--- src/cbs_pkg.sv ---
// Shared constants and types for the card-slot control block
package cbs_pkg;

    // ****
    // Clock and timing
    // ****
    localparam int SYS_CLK_PERIOD_PS = 8000;
    localparam int DET_STABLE_NS     = 1000;
    localparam int DET_STABLE_CYC    = (DET_STABLE_NS * 1000 + SYS_CLK_PERIOD_PS - 1) / SYS_CLK_PERIOD_PS;
    localparam int DEVSEL_TO_CCLKS   = 5;
    localparam int SYNC_STAGES       = 2;

    // ****
    // Bus encodings
    // ****
    localparam logic [3:0] CMD_SPECIAL = 4'h1;
    localparam logic [7:0] LEN_ONE     = 8'h01;
    localparam logic [7:0] LEN_TWO     = 8'h02;

    // ****
    // Reset values
    // ****
    localparam logic PIN_IDLE_RST = 1'b1;
    localparam logic OE_RST       = 1'b0;

    // ****
    // Types
    // ****
    typedef enum logic [2:0]
    {
        INI_IDLE = 3'b000,
        INI_ADDR = 3'b001,
        INI_DATA = 3'b010,
        INI_TURN = 3'b011,
        INI_REL  = 3'b100
    } cbs_ini_st_t;

    typedef enum logic [1:0]
    {
        OWN_NONE = 2'b00,
        OWN_CARD = 2'b01,
        OWN_SELF = 2'b10
    } cbs_own_t;

    // Pins that arrive from the slot, synchronised as one group
    typedef struct packed
    {
        logic        cclk;
        logic        frame_n;
        logic        irdy_n;
        logic        trdy_n;
        logic        devsel_n;
        logic        lock_n;
        logic        req_n;
        logic        int_n;
        logic [1:0]  ccd_n;
        logic [1:0]  vs;
        logic        audio;
        logic        par;
        logic [3:0]  cbe_n;
        logic [31:0] ad;
    } cbs_lnk_in_t;

    // Initiator request from the bridge core
    typedef struct packed
    {
        logic       start;
        logic       lock;
        logic [7:0] len;
    } cbs_req_t;

endpackage

--- src/cbs_sync.sv ---
// Two-stage synchroniser for a group of slot pins
`timescale 1ns/1ps
module cbs_sync
    import cbs_pkg::*;
#(
    parameter int W = 1
)
(
    input  wire logic         sys_clk,
    input  wire logic         rstn,
    input  wire logic [W-1:0] d,
    output logic      [W-1:0] q
);

    logic [W-1:0] meta_q;
    logic [W-1:0] meta_d;
    logic [W-1:0] q_d;

    // ****
    // Next values
    // ****
    always_comb
    begin
        meta_d = d;
        q_d    = meta_q;
    end

    // ****
    // Registers
    // ****
    // Idle-high reset so active-low pins read as inactive
    always_ff @(posedge sys_clk or negedge rstn)
    begin
        if (!rstn)
        begin
            meta_q <= '1;
            q      <= '1;
        end
        else
        begin
            meta_q <= meta_d;
            q      <= q_d;
        end
    end

endmodule

--- src/cbs_slot.sv ---
// Host-side slot control: framing, handshake, arbiter, parity, detect, audio
`timescale 1ns/1ps
module cbs_slot
    import cbs_pkg::*;
#(
    parameter int DEVSEL_TO  = DEVSEL_TO_CCLKS,
    parameter int DET_CYCLES = DET_STABLE_CYC
)
(
    input  wire logic        sys_clk,
    input  wire logic        rstn,
    input  wire logic        cclk,
    input  wire logic        frame_n_i,
    output logic             frame_n_o,
    output logic             frame_n_oe,
    input  wire logic        irdy_n_i,
    output logic             irdy_n_o,
    output logic             irdy_n_oe,
    input  wire logic        trdy_n_i,
    input  wire logic        devsel_n_i,
    input  wire logic        lock_n_i,
    output logic             lock_n_o,
    output logic             lock_n_oe,
    input  wire logic        perr_n_i,
    output logic             perr_n_o,
    output logic             perr_n_oe,
    input  wire logic        par_i,
    output logic             par_o,
    output logic             par_oe,
    input  wire logic [31:0] ad_i,
    input  wire logic [3:0]  cbe_n_i,
    input  wire logic        req_n_i,
    output logic             gnt_n_o,
    input  wire logic        int_n_i,
    input  wire logic [1:0]  ccd_n_i,
    input  wire logic [1:0]  vs_i,
    input  wire logic        audio_i,
    output logic             speaker_out,
    input  wire logic        audio_en,
    input  wire cbs_req_t    usr_req,
    output logic             usr_busy,
    output logic             usr_phase,
    output logic             usr_done,
    output logic             usr_abort,
    output logic             card_irq,
    output logic             card_present,
    output logic [3:0]       card_type,
    output logic             parity_err,
    output logic             lock_other
);

    // ****
    // Helpers
    // ****
    function automatic logic par_fn(input logic [31:0] ad, input logic [3:0] cbe);
        par_fn = ^{ad, cbe};
    endfunction

    // ****
    // Pin synchronisation and clock edge
    // ****
    cbs_lnk_in_t raw;
    cbs_lnk_in_t s;

    always_comb
    begin
        raw = '{cclk: cclk, frame_n: frame_n_i, irdy_n: irdy_n_i, trdy_n: trdy_n_i,
                devsel_n: devsel_n_i, lock_n: lock_n_i, req_n: req_n_i, int_n: int_n_i,
                ccd_n: ccd_n_i, vs: vs_i, audio: audio_i, par: par_i, cbe_n: cbe_n_i, ad: ad_i};
    end

    cbs_sync #(.W($bits(cbs_lnk_in_t))) u_sync
    (
        .sys_clk (sys_clk),
        .rstn    (rstn),
        .d       (raw),
        .q       (s)
    );

    logic cclk_q;
    logic ce;
    assign ce = s.cclk & ~cclk_q;

    // ****
    // Initiator sequencing
    // ****
    cbs_ini_st_t ist_q, ist_d;
    logic [7:0]  rem_q, rem_d;
    logic [7:0]  to_q, to_d;
    logic        claimed_q, claimed_d;
    logic        pend_q, pend_d;
    logic        plock_q, plock_d;
    logic        fr_q, fr_d, fr_oe_q, fr_oe_d;
    logic        ir_q, ir_d, ir_oe_q, ir_oe_d;
    logic        lk_q, lk_d, lk_oe_q, lk_oe_d;
    logic        po_q, po_d, po_oe_q, po_oe_d;
    logic        ph_q, ph_d, dn_q, dn_d, ab_q, ab_d;
    logic [7:0]  req_len_q, req_len_d;
    cbs_own_t    own_q;
    logic        both_rdy;

    // Both readies sampled together end a phase; otherwise a wait state
    assign both_rdy = ~s.irdy_n & ~s.trdy_n;

    always_comb
    begin
        ist_d = ist_q; rem_d = rem_q; to_d = to_q; claimed_d = claimed_q;
        pend_d = pend_q | usr_req.start;
        plock_d = plock_q; req_len_d = usr_req.start ? usr_req.len : req_len_q;
        fr_d = fr_q; fr_oe_d = fr_oe_q; ir_d = ir_q; ir_oe_d = ir_oe_q;
        lk_d = lk_q; lk_oe_d = lk_oe_q; po_d = po_q; po_oe_d = po_oe_q;
        ph_d = 1'b0; dn_d = 1'b0; ab_d = 1'b0;
        if (ce)
        begin
            // Parity follows the sampled bus one edge late while we own it
            po_d    = par_fn(s.ad, s.cbe_n);
            po_oe_d = (ist_q == INI_ADDR) || (ist_q == INI_DATA);
            case (ist_q)
                INI_IDLE:
                begin
                    if (pend_q && own_q == OWN_SELF && s.frame_n && s.irdy_n)
                    begin
                        fr_d = 1'b0; fr_oe_d = 1'b1;
                        ir_oe_d = 1'b1; ir_d = 1'b1;
                        rem_d = (req_len_q == 8'h00) ? LEN_ONE : req_len_q;
                        plock_d = usr_req.lock;
                        pend_d = usr_req.start;
                        ist_d = INI_ADDR;
                    end
                end
                INI_ADDR:
                begin
                    fr_d = (rem_q == LEN_ONE);
                    ir_d = 1'b0;
                    to_d = 8'h00; claimed_d = 1'b0;
                    if (plock_q)
                    begin
                        lk_d = 1'b0; lk_oe_d = 1'b1;
                    end
                    ist_d = INI_DATA;
                end
                INI_DATA:
                begin
                    if (!s.devsel_n)
                        claimed_d = 1'b1;
                    else if (!claimed_q)
                        to_d = 8'(to_q + 8'h01);
                    if (!claimed_q && s.devsel_n && to_q >= 8'(DEVSEL_TO - 1))
                    begin
                        fr_d = 1'b1; ir_d = 1'b1; ab_d = 1'b1;
                        ist_d = INI_TURN;
                    end
                    else if (both_rdy)
                    begin
                        ph_d = 1'b1;
                        rem_d = 8'(rem_q - 8'h01);
                        if (s.frame_n)
                        begin
                            ir_d = 1'b1; dn_d = 1'b1;
                            ist_d = INI_TURN;
                        end
                        else if (rem_q == LEN_TWO)
                            fr_d = 1'b1;
                    end
                end
                INI_TURN:
                begin
                    fr_oe_d = 1'b0; ir_oe_d = 1'b0;
                    if (!plock_q || !usr_req.lock)
                    begin
                        lk_d = 1'b1;
                    end
                    ist_d = INI_REL;
                end
                INI_REL:
                begin
                    if (lk_q)
                        lk_oe_d = 1'b0;
                    ist_d = INI_IDLE;
                end
                default:
                    ist_d = INI_IDLE;
            endcase
            // A held lock is released once the core drops it while idle
            if (ist_q == INI_IDLE && !lk_q && !usr_req.lock)
                lk_d = 1'b1;
            if (ist_q == INI_IDLE && lk_q && lk_oe_q)
                lk_oe_d = 1'b0;
        end
    end

    always_ff @(posedge sys_clk or negedge rstn)
    begin
        if (!rstn)
        begin
            ist_q <= INI_IDLE; rem_q <= 8'h00; to_q <= 8'h00; claimed_q <= 1'b0;
            pend_q <= 1'b0; plock_q <= 1'b0; req_len_q <= 8'h00;
            fr_q <= PIN_IDLE_RST; fr_oe_q <= OE_RST; ir_q <= PIN_IDLE_RST; ir_oe_q <= OE_RST;
            lk_q <= PIN_IDLE_RST; lk_oe_q <= OE_RST; po_q <= 1'b0; po_oe_q <= OE_RST;
            ph_q <= 1'b0; dn_q <= 1'b0; ab_q <= 1'b0;
        end
        else
        begin
            ist_q <= ist_d; rem_q <= rem_d; to_q <= to_d; claimed_q <= claimed_d;
            pend_q <= pend_d; plock_q <= plock_d; req_len_q <= req_len_d;
            fr_q <= fr_d; fr_oe_q <= fr_oe_d; ir_q <= ir_d; ir_oe_q <= ir_oe_d;
            lk_q <= lk_d; lk_oe_q <= lk_oe_d; po_q <= po_d; po_oe_q <= po_oe_d;
            ph_q <= ph_d; dn_q <= dn_d; ab_q <= ab_d;
        end
    end

    // ****
    // Slot arbiter
    // ****
    cbs_own_t own_d;
    logic     gnt_q, gnt_d;
    logic     bus_idle;

    // Idle means no frame and no ready: the running transaction is over
    assign bus_idle = s.frame_n & s.irdy_n & (ist_q == INI_IDLE);

    always_comb
    begin
        own_d = own_q;
        gnt_d = gnt_q;
        if (ce)
        begin
            case (own_q)
                OWN_NONE:
                begin
                    // Own pending work wins ties so the bridge cannot starve
                    if (pend_q && bus_idle)
                        own_d = OWN_SELF;
                    else if (!s.req_n && bus_idle)
                    begin
                        own_d = OWN_CARD;
                        gnt_d = 1'b0;
                    end
                end
                OWN_CARD:
                begin
                    if (s.req_n || pend_q)
                        gnt_d = 1'b1;
                    if (gnt_q && bus_idle)
                        own_d = OWN_NONE;
                end
                OWN_SELF:
                begin
                    if (ist_q == INI_IDLE && !pend_q && lk_q)
                        own_d = OWN_NONE;
                end
                default:
                    own_d = OWN_NONE;
            endcase
        end
    end

    always_ff @(posedge sys_clk or negedge rstn)
    begin
        if (!rstn)
        begin
            own_q <= OWN_NONE;
            gnt_q <= PIN_IDLE_RST;
        end
        else
        begin
            own_q <= own_d;
            gnt_q <= gnt_d;
        end
    end

    // ****
    // Target parity check
    // ****
    logic frp_q, frp_d, spc_q, spc_d;
    logic chk_q, chk_d, exp_q, exp_d;
    logic bad_q, bad_d, pe_q, pe_d, pe_oe_q, pe_oe_d, pev_q, pev_d;

    always_comb
    begin
        frp_d = frp_q; spc_d = spc_q; chk_d = chk_q; exp_d = exp_q;
        bad_d = bad_q; pe_d = pe_q; pe_oe_d = pe_oe_q; pev_d = 1'b0;
        if (ce)
        begin
            frp_d = s.frame_n;
            if (frp_q && !s.frame_n)
                spc_d = (s.cbe_n == CMD_SPECIAL);
            // Edge k: data, edge k+1: parity, edge k+2: error drive
            chk_d = (own_q == OWN_CARD) && both_rdy && !spc_q;
            exp_d = par_fn(s.ad, s.cbe_n);
            bad_d = chk_q && (s.par != exp_q);
            pe_oe_d = bad_q | (pe_oe_q & ~pe_q);
            pe_d = ~bad_q;
            pev_d = bad_q;
        end
    end

    always_ff @(posedge sys_clk or negedge rstn)
    begin
        if (!rstn)
        begin
            frp_q <= PIN_IDLE_RST; spc_q <= 1'b0; chk_q <= 1'b0; exp_q <= 1'b0;
            bad_q <= 1'b0; pe_q <= PIN_IDLE_RST; pe_oe_q <= OE_RST; pev_q <= 1'b0;
        end
        else
        begin
            frp_q <= frp_d; spc_q <= spc_d; chk_q <= chk_d; exp_q <= exp_d;
            bad_q <= bad_d; pe_q <= pe_d; pe_oe_q <= pe_oe_d; pev_q <= pev_d;
        end
    end

    // ****
    // Card detect, interrupt, audio, lock watch
    // ****
    logic [15:0] det_q, det_d;
    logic        pres_q, pres_d;
    logic [3:0]  type_q, type_d;
    logic        spk_q, spk_d, irq_q, irq_d, lko_q, lko_d;

    always_comb
    begin
        det_d = det_q; pres_d = pres_q; type_d = type_q;
        // Both detects low and stable means fully seated
        if (s.ccd_n != 2'b00)
        begin
            det_d = 16'h0000;
            pres_d = 1'b0;
        end
        else if (det_q < 16'(DET_CYCLES))
            det_d = 16'(det_q + 16'h0001);
        else if (!pres_q)
        begin
            pres_d = 1'b1;
            type_d = {s.vs, s.ccd_n};
        end
        spk_d = audio_en & s.audio;
        irq_d = ~s.int_n;
        lko_d = ~s.lock_n & ~lk_oe_q;
    end

    always_ff @(posedge sys_clk or negedge rstn)
    begin
        if (!rstn)
        begin
            det_q <= 16'h0000; pres_q <= 1'b0; type_q <= 4'h0;
            spk_q <= 1'b0; irq_q <= 1'b0; lko_q <= 1'b0; cclk_q <= PIN_IDLE_RST;
        end
        else
        begin
            det_q <= det_d; pres_q <= pres_d; type_q <= type_d;
            spk_q <= spk_d; irq_q <= irq_d; lko_q <= lko_d; cclk_q <= s.cclk;
        end
    end

    // ****
    // Outputs
    // ****
    assign frame_n_o = fr_q;      assign frame_n_oe = fr_oe_q;
    assign irdy_n_o  = ir_q;      assign irdy_n_oe  = ir_oe_q;
    assign lock_n_o  = lk_q;      assign lock_n_oe  = lk_oe_q;
    assign perr_n_o  = pe_q;      assign perr_n_oe  = pe_oe_q;
    assign par_o     = po_q;      assign par_oe     = po_oe_q;
    assign gnt_n_o   = gnt_q;     assign speaker_out = spk_q;
    assign usr_busy  = pend_q;    assign usr_phase  = ph_q;
    assign usr_done  = dn_q;      assign usr_abort  = ab_q;
    assign card_irq  = irq_q;     assign card_present = pres_q;
    assign card_type = type_q;    assign parity_err = pev_q;
    assign lock_other = lko_q;

endmodule

--- config.mk ---
export PLATFORM = sky130hd
export DESIGN_NAME = cbs_slot
export DESIGN_NICKNAME = d
export VERILOG_FILES = /design/src/cbs_pkg.sv /design/src/cbs_sync.sv /design/src/cbs_slot.sv
export SDC_FILE = /design/constraint.sdc
export NUM_CORES = 1
export LEC_CHECK = 0
export BUFFER_PORTS_ARGS = -buffer_cell sky130_fd_sc_hd__buf_2
export CORE_ASPECT_RATIO = 1.75
export CORE_MARGIN = 2
export CORE_UTILIZATION = 29
export CTS_CLUSTER_DIAMETER = 40
export DETAILED_ROUTE_END_ITERATION = 6
export GPL_TIMING_DRIVEN = 0
export PLACE_DENSITY = 0.48
export RECOVER_POWER = 25
export SKIP_CTS_REPAIR_TIMING = 1
export SLEW_MARGIN = 30
export SYNTH_ARGS = -nofsm -noshare
export SYNTH_HDL_FRONTEND = slang
export SYNTH_SLANG_ARGS = --single-unit
--- constraint.sdc ---
create_clock -name sys_clk -period 2.2 [get_ports sys_clk]
set_input_delay 0.44 -clock sys_clk [delete_from_list [all_inputs] [get_ports sys_clk]]
set_output_delay 0.44 -clock sys_clk [all_outputs]
set_load 0.02 [all_outputs]
### Word-level counts from Yosys, hierarchy flattened

Index checks and enable logic that the tools add are counted.

| cells by class | value |
|---|---|
| mux-type cells | 64 |
| add/sub/neg operators | 3 |
| divide/modulo/power cells | 0 |
| shift-type cells | 0 |
| multipliers | 0 |
| reductions and logical operators | 56 |
| magnitude comparators | 2 |
| eq/ne operators | 31 |
| bitwise gates (word level) | 20 |

Operator list:

| cell | number |
|---|---|
| $mux 8 | 6 |
| $mux 1 | 37 |
| $reduce_xor 36->1 | 1 |
| $mux 16 | 2 |
| $pmux 8 s2 | 2 |
| $ne 2x2->1 const B | 10 |
| $reduce_and 4->1 | 5 |
| $logic_and 1x1->1 | 18 |
| $add 16x1->16 const B | 1 |
| $lt 16x7->1 const B | 1 |
| $reduce_and 5->1 | 3 |
| $mux 3 | 4 |
| $ne 3x3->1 const B | 4 |
| $pmux 3 s4 | 1 |
| $reduce_and 3->1 | 4 |
| $reduce_bool 2->1 | 6 |
| $not 1->1 | 11 |
| $pmux 1 s2 | 5 |
| $ne 3x2->1 const B | 3 |
| $reduce_bool 3->1 | 3 |
| $add 8x1->8 const B | 1 |
| $eq 8x1->1 const B | 1 |
| $eq 8x2->1 const B | 1 |
| $ge 8x3->1 const B | 1 |
| 22 further kinds | 45 |

| storage, ports and cells | value |
|---|---|
| memories | 0 |
| bits of input ports | 64 |
| RAM bits | 0 |
| ROM bits | 0 |
| output and inout bits | 24 |
| latch bits | 0 |
| register bits after elaboration | 175 |

### Longest topological paths before layout

| logic depth | value |
|---|---|
| depth after elaboration | 7 |
| gate-level depth with buffers | 8 |
| depth with buffers taken out | 8 |

### Modules after synthesis

Synthesis repeated with hierarchy kept, for this count alone.

| unflattened totals | value |
|---|---|
| cell total of the unflattened synthesis | 480 |
| area, all modules | 6406.1 um^2 |

By module, submodules not included:

| module | instances | seq. area each (um^2) | cells an instance | area each (um^2) |
|---|---|---|---|---|
| cbs_slot | 1 | 1885.6 | 380 | 3778.6 |
| cbs_sync | 1 | 2627.5 | 100 | 2627.5 |

### Worst setup path after synthesis

Ideal clock, no wire load.

| timing | value |
|---|---|
| kind | register to register |
| start | register u_sync.q[34] |
| end | register exp_q |
| library setup time | 0.136 ns |
| arrival | 1.821 ns |
| stages on the path, launching flop included | 9 |
| slack | 0.244 ns |
| path buffers | 0 |
| period minus slack after synthesis | 1.956 ns |
| data required time | 2.064 ns |
| cell sequence | dfstp_2 inv_1 ha_1 xnor2_1 xnor2_1 xnor2_1 xnor3_1 xnor2_1 o21ai_0 |

| between the ends | value |
|---|---|
| word-level cells in the longest chain between the ends | 1 |

Ends and longest elaborated chain:

| item | line | source |
|---|---|---|
| start: declaration | cbs_sync.sv:12 | `output logic [W-1:0] q` |
| start signal: assignment | cbs_sync.sv:42 | `q <= q_d;` |
| $reduce_xor 36->1 | cbs_slot.sv:56 | `par_fn = ^{ad, cbe};` |
| end signal: assignment | cbs_slot.sv:307 | `frp_q <= frp_d; spc_q <= spc_d; chk_q <= chk_d; exp_q <= exp_d;` |
| end: declaration | cbs_slot.sv:276 | `logic chk_q, chk_d, exp_q, exp_d;` |

No other way between the ends.
A chain may end at the register's enable or synchronous reset.

### Worst setup path in the final report

| timing | value |
|---|---|
| start | register u_sync.q[49] |
| end | register rem_q[3] |

| between the ends | value |
|---|---|
| word-level cells in the longest chain between the ends | 2 |

Ends and longest elaborated chain:

| item | line | source |
|---|---|---|
| $and 1x1->1 | cbs_slot.sv:82 | `assign ce = s.cclk & ~cclk_q;` |
| $reduce_and 5->1 (no source line) | -- |  |
| end signal: assignment | cbs_slot.sv:204 | `ist_q <= ist_d; rem_q <= rem_d; to_q <= to_d; claimed_q <= claimed_d;` |
| end: declaration | cbs_slot.sv:88 | `logic [7:0] rem_q, rem_d;` |

No other way between the ends.

==> run_results.csv <==
group,metric,value,unit
floorplanning,dieWidth,116.6,um
finish,drive_above_1_share,41.22,%
yosys,synthArstFlopShare,100.0,%
drt,vias_per_cell,4.295,
floorplanning,die_h,201.1,um
finish,area_growth,21.73,%
finish,num_antenna_cells,0,
timing,setup_viol,0,
critical_path,cp-start-kind,"flip-flop",
timing,grt_setup_unrepaired,"no",
timing,setup_slack,0.1624,ns
finish,utilization,35.66,%
floorplanning,io_pins,88,
pwr,peakVddDrop,578.8,uV
yosys,syn-cell-area,6439,um2
yosys,synthTopCellsByArea,"dfstp_2 44%, dfrtp_1 26%, xnor2_1 3.9%, nand2_1 2.2%, nor2_1 1.9%",
critical_path,worstSetupEndpointType,"flip-flop",
placement,dp_cells,855,
critical_path,r2r_slack,0.16,ns
status,status,"completed",
finish,finalInstanceArea,7838,um2
critical_path,critPathRequiredTime,2.50,ns
clocking,clkLatencyLatePin,0.43,ns
placement,io_buffers,85,
yosys,seq_area_frac_synth,70.09,%
yosys,synthFlopType,"dfstp_2",
placement,dp_hpwl,8.683,mm
critical_path,worstSetupPathType,"reg -> reg",
yosys,synth_top_area_share,43.66,%
placement,gp_congestion,0.8501,
timing,fin_skew,0.01617,ns
clocking,clk_pin_slew,0.06,ns
yosys,synth_common_cells,"107 x dfstp_2, 68 x dfrtp_1, 37 x nand2_1",
global_routing,grt-ovfl-total,0,
pwr,p_per_area,1009,nW/um2
drt,wl,12.31,mm
floorplanning,fp-row-count,72,
finish,fin_nets,652,
timing,fmax,490.8,MHz
timing,timing.slew.headroom,61.40,%
min_path,whs_path_depth,1,
global_routing,grt_pass1_vias,4296,
clocking,cts.sinks,175,
drt,drc,0,
yosys,post-synth-top-count-cell,"dfstp_2",
global_routing,grt_usage,11.46,%
global_routing,antenna_found_initial,1,
drt,wl_per_cell,13.86,um
yosys,syn_nets,545,
drt,dr_total_vias,3814,
clocking,ctsRootBufferMaster,"clkbuf_16",
clocking,cts_made_buffers,17,
drt,ant_nets,0,
yosys,synth.avg_cell_area,13.64,um2
clocking,cts_tree,"done",
drt,drt-initial-drc-count,98,
global_routing,grt_first_pass_wirelength,20.62,mm
clocking,htree_levels,4,
timing,period_share,92.62,%
pwr,p_leak,3.422,nW
timing,worst_slew_pin_slew,0.5790,ns
placement,dp_slack,-0.2010,ns
yosys,ys_warn_count,0,
min_path,hp-class,"in -> reg",
global_routing,grt_start_max_net_pins,67,
floorplanning,die_area,23460,um2
finish,instances_no_fill,888,
yosys,ys_ff_latch,175,
clocking,cts_buffer_depth,2,
drt,first_pass_iters,4,
yosys,yosys.area.top_type,"dfstp_2",
critical_path,worst_ep_arrival_time,2.34,ns
critical_path,reg2regPathDepth,6,
timing,finalCriticalPeriod,2.038,ns
timing,hold_viol_final,0,
timing,hold_slack,0.1111,ns
floorplanning,core,21980,um2
yosys,post_synth_inst_count,472,
yosys,synth-edff-count,0,
floorplanning,initial_utilization,29.29,%
placement,post_dp_cell_area,7300,um2
timing,maxSlewViolCount,0,
critical_path,path_max_fanout,10,
yosys,yosysUniqueCellTypes,52,
job,maxCapViolCount,0,
## cells in the final DEF, fill, tap and decap left out, drive strengths merged, types with 7 or more instances in the layout
master and n:
a21oi 18, nand2b 7, nand2 37, o21ai 24, mux2 12, xor2 13
xnor2 29, clkbuf 35, dfrtp 68, and2 13, nand4 7, nor2 34
inv 15, nor3 9, ha 9, nand3 9, buf 90, dfstp 107
## routing by layer
metal | vias up | wire (um) | track usage, %
met1 | 1912 | 4615 | 11.73
met3 | 21 | 509 | 3.614
met5 | - | 16 | 0
met4 | 2 | 327 | 6.092
met2 | 83 | 6841 | 20.31
li1 | 1796 | - | -
## logic make-up (layout without fill, tap and decap cells)
family	after synthesis	after routing	share of synthesized area [%]
AO/OA/AOI/OAI	68	68	6.879
XOR/XNOR	43	43	6.063
adder cells (fa/ha/maj)	9	9	1.749
buffers and inverters	25	145	1.691
flip-flops	175	175	70.09
multiplexers	13	13	2.254
AND/OR/NAND/NOR	139	139	11.27
## worst max-delay path: stages (launching register included)
cell	delay (ns)
dfstp_2	0.54
nor2b_1	0.20
clkbuf_1	0.44
and3_1	0.27
buf_4	0.16
o21ai_1	0.08
a22o_1	0.23
## report_power, final
part / total (mW) / internal (mW) / switching (mW) / leakage (nW)
registers: 3.89 / 3.62 / 0.263 / 2.01
logic: 1.37 / 0.562 / 0.811 / 1.17
clock network: 2.65 / 1.47 / 1.18 / 0.243
## per-stage QoR
step,TNS (ns),power [mW]
floorplan,0,4.813
global placement,-214.23,5.263
detailed placement,-0.2010,5.318
CTS,-0.2284,8.045
global route,0,8.397
finish,0,7.909
## sequential cells by signal, summed over array words and instances, names as in the netlist, 2 cells and up
register / count
det_q: 16
to_q: 8
u_sync.meta_q: 50
rem_q: 8
own_q: 2
card_type: 4
ist_q: 3
u_sync.q: 50
req_len_q: 8
## final timing paths
kind,end,from
max,rem_q[3]$_DFFE_PN0P_,u_sync.q[49]$_DFF_PN1_
min,u_sync.meta_q[45]$_DFF_PN1_,devsel_n_i
max reg2reg,rem_q[3]$_DFFE_PN0P_,u_sync.q[49]$_DFF_PN1_
min reg2reg,u_sync.q[23]$_DFF_PN1_,u_sync.meta_q[23]$_DFF_PN1_
max in group asynchronous,u_sync.meta_q[40]$_DFF_PN1_,rstn
min in group asynchronous,speaker_out$_DFF_PN0_,rstn
## layout make-up
cell class	instances	area, um2
plain buffers	12	60.06
clock buffers	26	469.2
clock inverters	6	37.54
fillers	2216	14140
inverters	13	48.80
multi-input cells	272	1839
flip-flops and latches	175	4513
well taps	296	370.4
repair buffers	88	499.2
(Power assumes the default switching activity.)
